## src/design/sade_pkg.sv

```systemverilog
// constants, alarm identifiers and code patterns for the alarm detect/encode block
package sade_pkg;
  // data widths
  localparam int DEV_W = 32;
  localparam int POS_W = 32;
  localparam int LVL_W = 31;
  localparam int SPD_W = 16;
  // permitted magnitude of the position feedback value
  localparam logic [POS_W-1:0] POS_LIMIT = 32'h7000_0000;
  // alarm identifiers (binary source index, 0 to 11)
  localparam int NUM_SRC = 11;
  localparam int SRC_FB_TIMER = 0;
  localparam int SRC_DEV_ON = 1;
  localparam int SRC_DEV_AT_ON = 2;
  localparam int SRC_DEV_SPDLIM = 3;
  localparam int SRC_DEV_LOAD = 4;
  localparam int SRC_POS_OVF = 5;
  localparam int SRC_SAFE_DET = 6;
  localparam int SRC_FB_DET = 7;
  localparam int SRC_SAFE_UNSUP = 8;
  localparam int SRC_SAFE_TIMING = 9;
  localparam int SRC_GATE_ONE = 10;
  localparam int SRC_GATE_TWO = 11;
  localparam int SRC_W = 4;
  // bit positions of the synchronised pin-level fault inputs
  localparam int PIN_FB_TIMER = 0;
  localparam int PIN_SAFE_DET = 1;
  localparam int PIN_FB_DET = 2;
  localparam int PIN_SAFE_UNSUP = 3;
  localparam int PIN_SAFE_TIMING = 4;
  localparam int PIN_GATE_ONE = 5;
  localparam int PIN_GATE_TWO = 6;
  // alarm code patterns, bit 2 = line one, bit 0 = line three
  localparam logic [2:0] CODE_NONE = 3'h7;
  localparam logic [2:0] CODE_COMM = 3'h2;
  localparam logic [2:0] CODE_DEV = 3'h1;
  localparam logic [2:0] CODE_OPT = 3'h4;
  // stopping groups
  typedef enum logic [1:0] {GRP_NONE, GRP_ONE, GRP_TWO} sade_grp_t;
  typedef enum logic {ST_CLEAR, ST_LATCHED} sade_state_t;
endpackage

```

## src/design/sade_alarm.sv

```systemverilog
// servo alarm detection, first-alarm latch and three-line alarm code encoder
// Operation
// - feedback option timer failure gives group-one, no-reset alarm, code low high low.
// - deviation above overflow level while servo on and not speed-limited gives group-one resettable alarm.
// - servo turned on after off-state deviation exceeded servo-on level: group-one resettable.
// - servo-on with remaining deviation limits speed to servo-on limit until cleared.
// - pulses during speed limit and deviation over level: group-two resettable alarm.
// - excessive motor-load deviation in fully-closed loop gives group-two resettable alarm.
// - position feedback outside signed permitted range gives group-one no-reset alarm.
// - option module detection failure or unsupported safety module: group-one no-reset alarm.
// - safety input timing error gives group-one no-reset alarm, code high low low.
// - either gate drive fault gives group-one no-reset alarm, code high low low.
`timescale 1ns/1ps
`default_nettype none
module sade_alarm
  import sade_pkg::*;
(
  // clock and reset
  input wire logic core_clk,
  input wire logic reset_n,
  // servo state and position data (same clock domain)
  input wire logic servoOn,
  input wire logic fullyClosed,
  input wire logic refPulse,
  input wire logic [DEV_W-1:0] posDeviation,
  input wire logic [DEV_W-1:0] loadDeviation,
  input wire logic [POS_W-1:0] posFeedback,
  // settings
  input wire logic [LVL_W-1:0] deviation_overflow_level,
  input wire logic [LVL_W-1:0] servo_on_overflow_level,
  input wire logic [LVL_W-1:0] loadDeviationLevel,
  input wire logic [SPD_W-1:0] servo_on_speed_limit_rot,
  input wire logic [SPD_W-1:0] servo_on_speed_limit_lin,
  input wire logic linearMotor,
  input wire logic speedLimitClear,
  // fault inputs from pins (asynchronous)
  input wire logic fbTimerFault,
  input wire logic safetyDetectFail,
  input wire logic feedbackDetectFail,
  input wire logic safetyUnsupported,
  input wire logic safetyTimingFault,
  input wire logic gateFaultOne,
  input wire logic gateFaultTwo,
  // alarm reset request (same clock domain, pulse or level)
  input wire logic alarmReset,
  // alarm outputs
  output logic alarm_code_line_one,
  output logic alarm_code_line_two,
  output logic alarm_code_line_three,
  output logic alarmActive,
  output logic stop_group_one,
  output logic stop_group_two,
  output logic alarmResettable,
  output logic [SRC_W-1:0] alarmSource,
  output logic speedLimitActive,
  output logic [SPD_W-1:0] speedLimitValue
);
  localparam int NUM_PIN = 7;
  logic [NUM_PIN-1:0] pinRaw;
  logic [NUM_PIN-1:0] pinSync;
  logic [DEV_W-1:0] devMag;
  logic [DEV_W-1:0] loadMag;
  logic [POS_W-1:0] posMag;
  logic devOver;
  logic devAtOnOver;
  logic loadOver;
  logic posOver;
  logic servoOnPrev_r;
  logic servoOnRise;
  logic offOverflow_r;
  logic limit_r;
  logic limitPulse_r;
  logic [NUM_SRC:0] detect;
  sade_state_t state_r;
  logic [SRC_W-1:0] src_r;
  logic [SRC_W-1:0] src_nxt;
  logic [2:0] code_r;
  logic [2:0] code_nxt;
  sade_grp_t grp_r;
  sade_grp_t grp_nxt;
  logic canReset_r;
  logic canReset_nxt;
  logic anyDetect;

  // gather the pin-level fault inputs in a fixed order
  assign pinRaw[PIN_FB_TIMER] = fbTimerFault;
  assign pinRaw[PIN_SAFE_DET] = safetyDetectFail;
  assign pinRaw[PIN_FB_DET] = feedbackDetectFail;
  assign pinRaw[PIN_SAFE_UNSUP] = safetyUnsupported;
  assign pinRaw[PIN_SAFE_TIMING] = safetyTimingFault;
  assign pinRaw[PIN_GATE_ONE] = gateFaultOne;
  assign pinRaw[PIN_GATE_TWO] = gateFaultTwo;

  // synchronise every pin-level fault input
  genvar g;
  generate
    for (g = 0; g < NUM_PIN; g++)
    begin : gSync
      sade_sync uSync (
        .core_clk(core_clk),
        .reset_n(reset_n),
        .asyncIn(pinRaw[g]),
        .syncOut(pinSync[g])
      );
    end
  endgenerate

  // magnitudes of signed deviations and position
  assign devMag = posDeviation[DEV_W-1] ? (~posDeviation + 32'h0000_0001) : posDeviation;
  assign loadMag = loadDeviation[DEV_W-1] ? (~loadDeviation + 32'h0000_0001) : loadDeviation;
  assign posMag = posFeedback[POS_W-1] ? (~posFeedback + 32'h0000_0001) : posFeedback;

  // threshold comparisons; exceeding means strictly greater
  assign devOver = devMag > {1'b0, deviation_overflow_level};
  assign devAtOnOver = devMag > {1'b0, servo_on_overflow_level};
  assign loadOver = loadMag > {1'b0, loadDeviationLevel};
  assign posOver = posMag > POS_LIMIT;

  // servo-on edge detect
  always_ff @(posedge core_clk or negedge reset_n)
  begin
    if (!reset_n)
      servoOnPrev_r <= 1'b0;
    else
      servoOnPrev_r <= servoOn;
  end

  // one-cycle pulse in the cycle the servo turns on
  assign servoOnRise = servoOn && !servoOnPrev_r;

  // remember excess deviation seen while the servo is off
  always_ff @(posedge core_clk or negedge reset_n)
  begin
    if (!reset_n)
      offOverflow_r <= 1'b0;
    else if (!servoOn)
      offOverflow_r <= devAtOnOver;
    else
      offOverflow_r <= 1'b0;
  end

  // servo-on speed limit: set on turn-on with remaining deviation, held until cleared
  always_ff @(posedge core_clk or negedge reset_n)
  begin
    if (!reset_n)
      limit_r <= 1'b0;
    else if (!servoOn)
      limit_r <= 1'b0;
    else if (servoOnRise && (devMag != 32'h0000_0000))
      limit_r <= 1'b1;
    else if (speedLimitClear)
      limit_r <= 1'b0;
  end

  // note reference pulses arriving during the limit
  always_ff @(posedge core_clk or negedge reset_n)
  begin
    if (!reset_n)
      limitPulse_r <= 1'b0;
    else if (!limit_r)
      limitPulse_r <= 1'b0;
    else if (refPulse)
      limitPulse_r <= 1'b1;
  end

  // limit value follows the motor type setting
  always_ff @(posedge core_clk or negedge reset_n)
  begin
    if (!reset_n)
      speedLimitValue <= '0;
    else
      speedLimitValue <= linearMotor ? servo_on_speed_limit_lin : servo_on_speed_limit_rot;
  end
  assign speedLimitActive = limit_r;

  // per-source detection terms; lower index wins on a tie
  always_comb
  begin
    detect = '0;
    detect[SRC_FB_TIMER] = pinSync[PIN_FB_TIMER];
    detect[SRC_DEV_ON] = servoOn && !limit_r && devOver;
    detect[SRC_DEV_AT_ON] = servoOnRise && offOverflow_r;
    detect[SRC_DEV_SPDLIM] = limit_r && (limitPulse_r || refPulse) && devOver;
    detect[SRC_DEV_LOAD] = fullyClosed && loadOver;
    detect[SRC_POS_OVF] = posOver;
    // pin faults arrive two cycles late through the synchronisers
    detect[SRC_SAFE_DET] = pinSync[PIN_SAFE_DET];
    detect[SRC_FB_DET] = pinSync[PIN_FB_DET];
    detect[SRC_SAFE_UNSUP] = pinSync[PIN_SAFE_UNSUP];
    detect[SRC_SAFE_TIMING] = pinSync[PIN_SAFE_TIMING];
    detect[SRC_GATE_ONE] = pinSync[PIN_GATE_ONE];
    detect[SRC_GATE_TWO] = pinSync[PIN_GATE_TWO];
  end
  assign anyDetect = |detect;

  // encode the winning source into code, group and reset permission
  always_comb
  begin
    src_nxt = '0;
    code_nxt = CODE_NONE;
    grp_nxt = GRP_NONE;
    canReset_nxt = 1'b0;
    // scan from the top so the lowest index is left standing
    for (int i = NUM_SRC; i >= 0; i--)
    begin
      if (detect[i])
      begin
        src_nxt = SRC_W'(i);
      end
    end
    unique case (src_nxt)
      SRC_W'(SRC_FB_TIMER):
      begin
        code_nxt = CODE_COMM;
        grp_nxt = GRP_ONE;
      end
      SRC_W'(SRC_DEV_ON), SRC_W'(SRC_DEV_AT_ON):
      begin
        code_nxt = CODE_DEV;
        grp_nxt = GRP_ONE;
        canReset_nxt = 1'b1;
      end
      SRC_W'(SRC_DEV_SPDLIM), SRC_W'(SRC_DEV_LOAD):
      begin
        code_nxt = CODE_DEV;
        grp_nxt = GRP_TWO;
        canReset_nxt = 1'b1;
      end
      SRC_W'(SRC_POS_OVF):
      begin
        code_nxt = CODE_DEV;
        grp_nxt = GRP_ONE;
      end
      SRC_W'(SRC_SAFE_DET), SRC_W'(SRC_FB_DET), SRC_W'(SRC_SAFE_UNSUP):
      begin
        code_nxt = CODE_OPT;
        grp_nxt = GRP_ONE;
      end
      SRC_W'(SRC_SAFE_TIMING):
      begin
        code_nxt = CODE_OPT;
        grp_nxt = GRP_ONE;
      end
      SRC_W'(SRC_GATE_ONE), SRC_W'(SRC_GATE_TWO):
      begin
        code_nxt = CODE_OPT;
        grp_nxt = GRP_ONE;
      end
      // source indices above the last source cannot occur; stop hard if they ever do
      default:
      begin
        code_nxt = CODE_OPT;
        grp_nxt = GRP_ONE;
      end
    endcase
  end

  // first-alarm latch; reset honoured only for resettable alarms
  always_ff @(posedge core_clk or negedge reset_n)
  begin
    if (!reset_n)
    begin
      state_r <= ST_CLEAR;
      src_r <= '0;
      code_r <= CODE_NONE;
      grp_r <= GRP_NONE;
      canReset_r <= 1'b0;
    end
    else
    begin
      unique case (state_r)
        ST_CLEAR:
          if (anyDetect)
          begin
            state_r <= ST_LATCHED;
            src_r <= src_nxt;
            code_r <= code_nxt;
            grp_r <= grp_nxt;
            canReset_r <= canReset_nxt;
          end
        ST_LATCHED:
          if (alarmReset && canReset_r)
          begin
            state_r <= ST_CLEAR;
            src_r <= '0;
            code_r <= CODE_NONE;
            grp_r <= GRP_NONE;
            canReset_r <= 1'b0;
          end
      endcase
    end
  end

  // outputs straight from the latch
  assign alarmActive = (state_r == ST_LATCHED);
  assign alarmSource = src_r;
  assign alarmResettable = canReset_r;
  assign stop_group_one = (grp_r == GRP_ONE);
  assign stop_group_two = (grp_r == GRP_TWO);
  assign alarm_code_line_one = code_r[2];
  assign alarm_code_line_two = code_r[1];
  assign alarm_code_line_three = code_r[0];
endmodule
`default_nettype wire

```

## src/design/sade_sync.sv

```systemverilog
// two-flop synchroniser for one asynchronous level
`timescale 1ns/1ps
`default_nettype none
module sade_sync
  import sade_pkg::*;
(
  // clock and reset
  input wire logic core_clk,
  input wire logic reset_n,
  // level in and out
  input wire logic asyncIn,
  output logic syncOut
);
  logic meta_r;

  // first stage is read only by the second
  always_ff @(posedge core_clk or negedge reset_n)
  begin
    if (!reset_n)
    begin
      meta_r <= 1'b0;
      syncOut <= 1'b0;
    end
    else
    begin
      meta_r <= asyncIn;
      syncOut <= meta_r;
    end
  end
endmodule
`default_nettype wire

```

## config.mk

```make
export PLATFORM = sky130hd
export DESIGN_NAME = sade_alarm
export DESIGN_NICKNAME = d
export VERILOG_FILES = /design/src/design/sade_pkg.sv /design/src/design/sade_alarm.sv /design/src/design/sade_sync.sv
export SDC_FILE = /design/constraint.sdc
export NUM_CORES = 1
export LEC_CHECK = 0
export BUFFER_PORTS_ARGS = -buffer_cell sky130_fd_sc_hd__buf_2
export CORE_ASPECT_RATIO = 1.2
export CORE_MARGIN = 4
export CORE_UTILIZATION = 33
export CTS_CLUSTER_DIAMETER = 40
export DETAILED_ROUTE_END_ITERATION = 12
export PLACE_DENSITY = 0.66
export SKIP_LAST_GASP = 1
export SYNTH_ARGS = -nofsm -noshare
export SYNTH_HDL_FRONTEND = slang
export SYNTH_SLANG_ARGS = --single-unit
```

## constraint.sdc

```tcl
create_clock -name core_clk -period 3 [get_ports core_clk]
set_clock_uncertainty 0.2 [all_clocks]
set_input_delay 0.15 -clock core_clk [delete_from_list [all_inputs] [get_ports core_clk]]
set_output_delay 0.15 -clock core_clk [all_outputs]
set_load 0.03 [all_outputs]
```

# ---- Word-level counts from Yosys, hierarchy flattened
# Index checks and enable logic that the tools add are counted.
dict set report totals {
  register_bits 45
  in_bits 236
  out_inout_bits 28
  word_cells 105
}
dict set report classes {
  add_sub_neg 3
  magnitude_cmp 4
  eq_ne 11
  n_mux 40
  n_bitwise 4
  reduce_logical 19
}
# op n
set ops {}
lappend ops {{$add A32 B1 Y32 const B} 3}
lappend ops {{$gt A32 B31 Y1} 3}
lappend ops {{$mux W32} 3}
lappend ops {{$not A32 Y32} 3}
lappend ops {{$mux W4} 14}
lappend ops {{$gt A32 B31 Y1 const B} 1}
lappend ops {{$reduce_bool A32 Y1} 1}
lappend ops {{$mux W16} 1}
lappend ops {{$pmux W3 S2} 2}
lappend ops {{$reduce_or A12 Y1} 1}
lappend ops {{$mux W1} 11}
lappend ops {{$logic_and A1 B1 Y1} 9}
lappend ops {{$eq A4 B2 Y1 const B} 2}
lappend ops {{$eq A4 B3 Y1 const B} 2}
lappend ops {{$pmux W4 S2} 1}
lappend ops {{$mux W2} 3}
lappend ops {{$mux W3} 2}
lappend ops {{$reduce_or A5 Y1} 1}
lappend ops {{$eq A4 B1 Y1 const B} 1}
lappend ops {{$logic_not A4 Y1} 1}
lappend ops {{$ne A2 B2 Y1 const B} 2}
lappend ops {{$pmux W1 S2} 2}
lappend ops {{$pmux W2 S2} 1}
lappend ops {{$reduce_or A4 Y1} 1}
lappend ops {{9 further kinds} 10}

# ---- Logic depth before layout (Yosys ltp)
# Gate-level depths: netlist of the first run.
dict set report depth {
  depth_word 17
  mapped_depth 18
  mapped_depth_nobuf 18
}

# ---- Modules after synthesis
# From an unflattened synthesis of the first run, not the netlist that was laid out.
dict set report unflattened {
  hier_cells 841
  area_unflattened_um2 6692.7
}
# mod instances cells_each area_per_inst_um2 seq_area_each_um2
set by_module_without_submodules {}
lappend by_module_without_submodules {sade_alarm 1 827 6342.3 779.5}
lappend by_module_without_submodules {sade_sync 7 2 50.0 50.0}

# ---- Worst setup path before layout of the first run
# No wires, ideal clock.
dict set report synth_timing {
  path_kind {input to register}
  startpoint {in loadDeviation[11]}
  endpoint {reg grp_r[0]}
  setup_ns 0.122
  arrival_ns 4.326
  required_ns 2.678
  path_slack_ns -1.647
  cell_stages 16
  n_path_buf 0
  cell_sequence {or4_4 or4_4 or3_2 or2_2 o31ai_1 xnor2_1 ha_1 nand4_1 nor4_1 o211ai_1 o211ai_1 o311ai_2 a22oi_2 a211o_2 nand4_1 a32o_1}
}
dict set report synth_via {
  elab_chain_len 15
  elab_cells_between_ends 19
  classes_between {add/sub: 1; order compare: 1; eq/ne: 3; mux: 9; bitwise: 1; reduce/logical: 4}
}
# element line
set synth_rtl {}
lappend synth_rtl {{from (decl)} sade_alarm.sv:26} ;# input wire logic [DEV_W-1:0] loadDeviation,
lappend synth_rtl {{$not A32 Y32} sade_alarm.sv:110} ;# assign loadMag = loadDeviation[DEV_W-1] ? (~loadDeviation + 32'h0000_0001) : loadDeviation;
lappend synth_rtl {{$add A32 B1 Y32} sade_alarm.sv:110}
lappend synth_rtl {{$mux W32 (*)} sade_alarm.sv:110}
lappend synth_rtl {{$gt A32 B31 Y1 (*)} sade_alarm.sv:116} ;# assign loadOver = loadMag > {1'b0, loadDeviationLevel};
lappend synth_rtl {{$logic_and A1 B1 Y1 (*)} sade_alarm.sv:184} ;# detect[SRC_DEV_LOAD] = fullyClosed && loadOver;
lappend synth_rtl {{$mux W4 (5 in series)} sade_alarm.sv:206} ;# if (detect[i])
lappend synth_rtl {{$eq A4 B2 Y1 or $eq A4 B3 Y1 (tied branches)} sade_alarm.sv:211} ;# unique case (src_nxt)
lappend synth_rtl {{$reduce_or A2 Y1} -}
lappend synth_rtl {{$mux W2} sade_alarm.sv:211}
lappend synth_rtl {{$mux W2} sade_alarm.sv:273} ;# if (anyDetect)
lappend synth_rtl {{$pmux W2 S2} sade_alarm.sv:271} ;# unique case (state_r)
lappend synth_rtl {{to (signal assigned)} sade_alarm.sv:278} ;# grp_r <= grp_nxt;
lappend synth_rtl {{to (decl)} sade_alarm.sv:79} ;# sade_grp_t grp_r;
# Mark *: on every way between the ends. The rest lies on a longest branch, timed or not. The select of a mux whose other input is x is not followed.
# A chain may end at the register's enable or synchronous reset.

# ---- Worst setup path in the final report of the first run
# Ends and elaborated chain as after synthesis.

==> run metrics, run 1 <==
combinational fraction of design power=55.8%; routed wire length=24160 µm; status=complete, but fails checks; Synth Area per Inst=7.851 µm²; ys flop type=dfrtp_1; max-cap violation count=0; width of the die=137.6 µm; CP startpoint kind=primary input; Synth top area share=18.06%; Cell Chain, Critical Path=buf_6, or4_4, or4_4, or3_4, or2_4, o21ai_1, xnor2_1, ha_1, nand4_1, nor4_4, inv_1, o211ai_1, o311ai_4, buf_6, a22oi_2, a211o_2, nand4_1, a32o_1; DP HPWL=20090 µm; Synth warnings=0; Post-Place Cells=1571; Switch Pwr=0.0009949 W; 1st-iter DRT viols=327; DRC violations left=0; Post-synth EDFFs=0; fill cell count=1840; leakage=5.536 nW; Arr. time, crit path=4.24 ns; failing checks=setup timing; routed vias=8344; Design Power=0.002732 W; GPL Wtd Cong=0.9539; sw frac=36.42%; #FFs+latches synth=45; final design utilization=56.37%; register area=0.001130 mm²; fmax=0.2345 GHz; hold depth=4; initial antenna violation count=4; Congestion Overflow GR=0; HP Start=alarmReset; period utilization=142.1%; pin count of the biggest net entering global routing=46; Tot GR Track Use=20.32%; CTS clk-pin slew, worst paths=0.07 ns; worst-case reg-to-reg path depth=7; CP Class=primary input to flop; synth unique cells=82; Max Slew Vio Count=0; Initial DRT Pass Iterations=7; clk sinks=45; Non-Filler Instances=1639; RSZ-0062 raised after global routing=true; Ports=264; dominant cells by area after synthesis=ha_1, dfrtp_1, xnor2_1, inv_1, o21ai_0; CP max FO=4; Yosys top cell by area=ha_1; mapped cell area=0.006650 mm²; initial core utilization=33.78%; core area=0.01969 mm²; worst vdd ir=251.1 µV; HP Class=primary input to flop; number of buffers created by CTS=5; Post-Syn Instances=847; Die Area=0.02250 mm²; R2R Setup Slk=0.96 ns; PwrDens=246.1 mW/mm²; share of flip-flops with an asynchronous set or reset=100.0%; CP Data Required Time=2.97 ns; Skew-Pair Late Insertion Delay=0.28 ns; Multi-input gate area=0.005499 mm²; Root Driver=clkbuf_16; syn_nets=1179; Clock power frac=19.7%; Row Count=56; Power Internal=0.001737 W; final hold vios=0; share of post-route cells with drive strength above 1=45.13%; CTS Buffer Depth=2; # port buffers=263; Slew HR=34.02%; # setup viols final=12; Critical R2R Launch=limitPulse_r; vias in the first global route=8408; Die H=163.5 µm; nets=1707; worst r2r dst=grp_r[0]; Worst Setup End Kind=flop; fin crit period=4.264 ns; TritonCTS clock tree=done; Seq/Total Area, Yosys=16.99%; Hold Path End=alarmResettable; vias per cell=5.091; Sequential Power Share=24.5%; Final WS setup=-1.264 ns; H-tree Lvls=2; first-pass GRT wire length=37690 µm; Worst path max stage delay=0.53 ns; Post-DRT Antenna Nets=0; drt wl/cell=14.74 µm; Worst Tran Pin Value=0.9897 ns; critical path's slowest cell=or4_4; Area Growth Syn to Fin=66.91%
## per-layer routing
metal / vias up / share of wire, % / GRT usage [%]
met4: 4 / 4.8 / 8.848
met1: 3811 / 39 / 23.17
met2: 254 / 51 / 37.37
met5: - / 0.091 / 0
met3: 72 / 5.3 / 2.495
li1: 4203 / - / -
## sequential cells by signal, summed over array words and instances, names as in the netlist
signal,count
alarmActive,1
alarmResettable,1
alarmSource,4
code_r,3
gSync.uSync.meta_r,7
gSync.uSync.syncOut,7
grp_r,2
limitPulse_r,1
offOverflow_r,1
servoOnPrev_r,1
speedLimitActive,1
speedLimitValue,16
## synthesized netlist by cell type (3+ instances only)
cell	instances
inv_1	112
ha_1	96
xnor2_1	57
o21ai_0	49
nand2_1	47
nor2_1	44
dfrtp_1	42
a21oi_1	41
nand4_1	29
nor3_1	26
nand3_1	22
o31ai_1	21
nor4_1	19
clkbuf_1	18
mux2_2	17
or4_1	15
a21o_1	14
nand2b_1	12
nor2b_1	12
or3_1	10
o41ai_1	9
a211oi_1	8
a31oi_1	8
o21a_1	7
nor3b_1	5
o211ai_1	5
o22ai_1	5
a21boi_0	4
nand3b_1	4
xor2_1	4
a221oi_1	3
a22oi_1	3
and2_1	3
and3_1	3
dfstp_2	3
nand4b_1	3
o21ai_1	3
o21bai_1	3
or2_2	3
or3_2	3
## worst max-delay path, delay by kind of cell
family          cells  cell delay [ns]
fa+ha+maj           1             0.29
compound gates      6             1.13
buf+inv             3             0.32
simple gates        7             2.26
xor+xnor            1             0.09
## final cells by class
| cell class | instances | share of cell area [%] |
|---|---|---|
| Tap cell | 261 | 2.942 |
| Inverter | 112 | 3.788 |
| Antenna cell | 2 | 0.04509 |
| Timing Repair Buffer | 541 | 32.21 |
| Sequential cell | 45 | 10.18 |
| Clock buffer | 6 | 1.161 |
| Multi-Input combinational cell | 670 | 49.54 |
| Clock inverter | 2 | 0.1353 |
## timing repair
action | in CTS | in global routing
gates cloned | 0 | 0
pin swaps | 36 | 29
resized for setup | 52 | 33
hold buffers | 42 | 0
setup endpoints to repair | 13 | 13
hold endpoints to repair | 68 | 0
buffers inserted | 13 | 6
## through the flow
stage / cell area [µm²] / setup slack, ns / setup TNS (ns) / hold slack [ns]
after floorplan: 6798 / -1.303 / -12.85 / -0.3456
after global placement: 10010 / -1.570 / -16.99 / 0.06007
after detailed placement: 10010 / -1.672 / -18.03 / 0.07556
after CTS: 10900 / -1.265 / -12.81 / 0.01006
after global routing: 11100 / -1.470 / -15.44 / 0.04075
final: 11100 / -1.264 / -12.94 / 0.01600
## layout by cell type, fill, tap and decap left out, types with 6 or more instances in the layout
| cell type | instances |
|---|---|
| nor2_1 | 43 |
| dfrtp_1 | 42 |
| ha_1 | 93 |
| nand2b_1 | 12 |
| o21ai_1 | 10 |
| or4_4 | 6 |
| nor3_1 | 22 |
| o21ai_0 | 34 |
| a21o_1 | 14 |
| dlygate4sd3_1 | 42 |
| xnor2_1 | 54 |
| a211oi_1 | 6 |
| nand4_1 | 29 |
| buf_6 | 9 |
| nand2_1 | 42 |
| o21a_1 | 7 |
| a31oi_1 | 8 |
| buf_2 | 260 |
| a21oi_1 | 37 |
| buf_4 | 228 |
| or3_1 | 7 |
| nand3_1 | 20 |
| nor2b_1 | 12 |
| mux2_2 | 17 |
| o31ai_1 | 13 |
| inv_1 | 110 |
| nor4_1 | 13 |
| or4_1 | 11 |
| o21ai_2 | 7 |
## power groups by stage
| stage | Combinational, W | Clock, W | Sequential, W |
|---|---|---|---|
| final | 0.00152 | 0.000539 | 0.000669 |
| after global routing | 0.00169 | 0.000588 | 0.000675 |
| after CTS | 0.00149 | 0.000556 | 0.000668 |
| after detailed placement | 0.00138 | 0 | 0.000680 |
| after global placement | 0.00135 | 0 | 0.000678 |
| after floorplan | 0.000658 | 0 | 0.000723 |
## logic make-up after synthesis
kind of cell	after synthesis	share of synthesized area, %
fa+ha+maj	96	18.06
xor+xnor	61	8.034
compound gates	219	23.09
buf+inv	132	7.488
mux	18	3.029
flops	45	16.99
simple gates	276	23.31
## how the worst max path moves through the flow
stage                                  from        end  slack (ns)
after floorplan           loadDeviation[11]  code_r[0]       -1.30
after global placement    loadDeviation[11]   grp_r[0]       -1.57
after detailed placement  loadDeviation[11]   grp_r[0]       -1.67
after CTS                 loadDeviation[11]   grp_r[0]       -1.27
after global routing      loadDeviation[11]   grp_r[0]       -1.47
final                     loadDeviation[11]   grp_r[0]       -1.26
Note: power is estimated with default switching activity, not from simulation.
==> inputs of run 2 (changes only) <==
- CORE_ASPECT_RATIO: 1.2 -> default
==> run 2 against run 1 <==
- the flow still finishes with violations (setup timing)
- non-clock buffer count increased by 21
- sequential power about the same
- critical path depth unchanged
- final area increased by 1.8%
- first-iteration DRC count increased by 25%
- via count increased by 2.0%
- final cell count increased by 1.5%
- critical endpoint is now grp_r[1]
- highest routed layer is now met4
- power increased by 2.7%
- flip-flop and latch count unchanged
- sequential share of layout area decreased by 0.18 points
- setup slack got worse by 0.037 ns
==> run metrics, run 2 (synthesized netlist as in run 1, its figures left out) <==
status=complete, but fails checks; failing checks=setup timing; routed wire length=26040 µm; drt wl/cell=15.65 µm; leakage=5.658 nW; Initial DRT Pass Iterations=5; Slew HR=35.52%; width of the die=150.0 µm; fin crit period=4.301 ns; DP HPWL=21010 µm; crit path buf inv count=4; CTS clk-pin slew, worst paths=0.07 ns; CTS Buffer Depth=2; worst vdd ir=229.6 µV; CP startpoint kind=primary input; Worst Setup End Kind=flop; critical path's top delay family=simple AND/OR/NAND/NOR gates; Worst Tran Pin Value=0.9673 ns; max reg flops=16; Skew-Pair Late Insertion Delay=0.29 ns; Die Area=0.02249 mm²; routed vias=8514; critical path's slowest cell=or4_4; # setup viols final=13; nets=1728; # port buffers=263; CP Data Required Time=3.02 ns; Top cell by count, worst path=or4_4; Ports=264; Arr. time, crit path=4.32 ns; final hold vios=0; DRC violations left=0; biggest regs=speedLimitValue x16, gSync.uSync.meta_r x7, gSync.uSync.syncOut x7; HP Class=primary input to flop; Congestion Overflow GR=0; Area Growth Syn to Fin=69.88%; Max Slew Vio Count=0; max-cap violation count=0; most common cell after layout, fill and taps aside=buf_2; number of buffers created by CTS=5; RSZ-0062 raised after global routing=true; initial antenna violation count=0; Worst path max stage delay=0.52 ns; Final WS setup=-1.301 ns; Post-Place Cell Area=0.01017 mm²; Row Count=51; H-tree Lvls=2; Die H=150.0 µm; pin count of the biggest net entering global routing=46; core area=0.01965 mm²; fill cell count=1806; period utilization=143.4%; CP max FO=5; Place WS=-1.677 ns; clk sinks=45; Final Instance Area=0.01130 mm²; 1st-iter DRT viols=409; most flop-heavy register=speedLimitValue; PwrDens=248.4 mW/mm²; setup TNS=-13.16 ns; TritonCTS clock tree=done; GPL Wtd Cong=0.9752; Cell Chain, Critical Path=buf_6, or4_4, or4_4, or4_4, buf_6, o21ai_2, xnor2_1, ha_1, nand4_1, nor4_4, inv_1, o211ai_1, o311ai_4, a22oi_2, a211o_2, nand4_1, buf_4, a21oi_2; Post-DRT Antenna Nets=0; first-pass GRT wire length=40050 µm; fmax=0.2325 GHz; vias per cell=5.117; highest-count cells in the layout ignoring fill and taps=buf_2, buf_4, inv_1; share of post-route cells with drive strength above 1=45.81%; CP Class=primary input to flop; initial core utilization=33.84%; Root Driver=clkbuf_16; Hold WS=0.007671 ns; vias in the first global route=8778; Tot GR Track Use=21.67%
==> run 2: cell types whose count changed in the layout (fill, tap and decap cells not counted), sizes merged <==
cell	change
clkinv	+1
clkinvlp	-1
buf	+22
dlygate4sd3	-1
clkbuf	-1
inv	+1
==> run 2: timing repair <==
item,CTS,global route
resized for setup,50,36
hold endpoints to repair,68,0
buffers inserted,14,6
hold buffers,41,0
pin swaps,49,32
setup endpoints to repair,13,13
==> run 2: path summary, 6_finish.rpt <==
path / startpoint / to / slack [ns] / depth (start not counted)
worst max-delay path: loadDeviation[11] / grp_r[1] / -1.30 / 18
worst min-delay path: speedLimitClear / speedLimitActive / 0.008 / 3
worst max register to register: gSync[5].uSync.syncOut / code_r[0] / 0.64 / 5
worst min register to register: gSync[2].uSync.meta_r / gSync[2].uSync.syncOut / 0.15 / 0
max in group asynchronous: reset_n / gSync[2].uSync.syncOut / 1.63 / 2
min in group asynchronous: reset_n / speedLimitValue[15] / 0.37 / 2
==> run 2: metrics by stage <==
stage               std cells  total power, W  util, %
finish                   1664        0.002807    57.48
floorplan                 847        0.001381        -
detailed placement       1597        0.002088    51.74
global route             1662        0.003012    57.45
global placement         1597        0.002062    51.74
CTS                      1658        0.002746    56.42
==> run 2: power breakdown <==
part | switching [W] | total [W] | internal [W]
clock network | 0.000234 | 0.000544 | 0.000310
logic | 0.000775 | 0.00159 | 0.000816
registers | 0.0000227 | 0.000671 | 0.000648
total | 0.00103 | 0.00281 | 0.00177
==> run 2: layer usage <==
layer	up-vias	share of wire (%)	GRT usage (%)
li1	4236	-	-
met1	3941	41	25.95
met2	282	52	40.82
met3	55	5.1	1.969
met4	0	2.8	6.359
met5	-	0	0
==> run 2: area by class of cell <==
type	count	area [µm²]	area share, %
multi-input combinational	670	5542	49.05
timing repair buffer	562	3722	32.95
sequential	45	1130	10.00
inverter	112	420.4	3.721
tap	265	331.6	2.935
clock buffer	5	125.1	1.108
clock inverter	3	21.27	0.1883
antenna	2	5.005	0.04430
==> run 2: worst register-to-register path, stage by stage, from the launching register on <==
cell and delay (ns):
dfrtp_1 0.42, nor4_1 0.77, and3_4 0.35, a31oi_4 0.09, or3_1 0.33, o211a_1 0.12
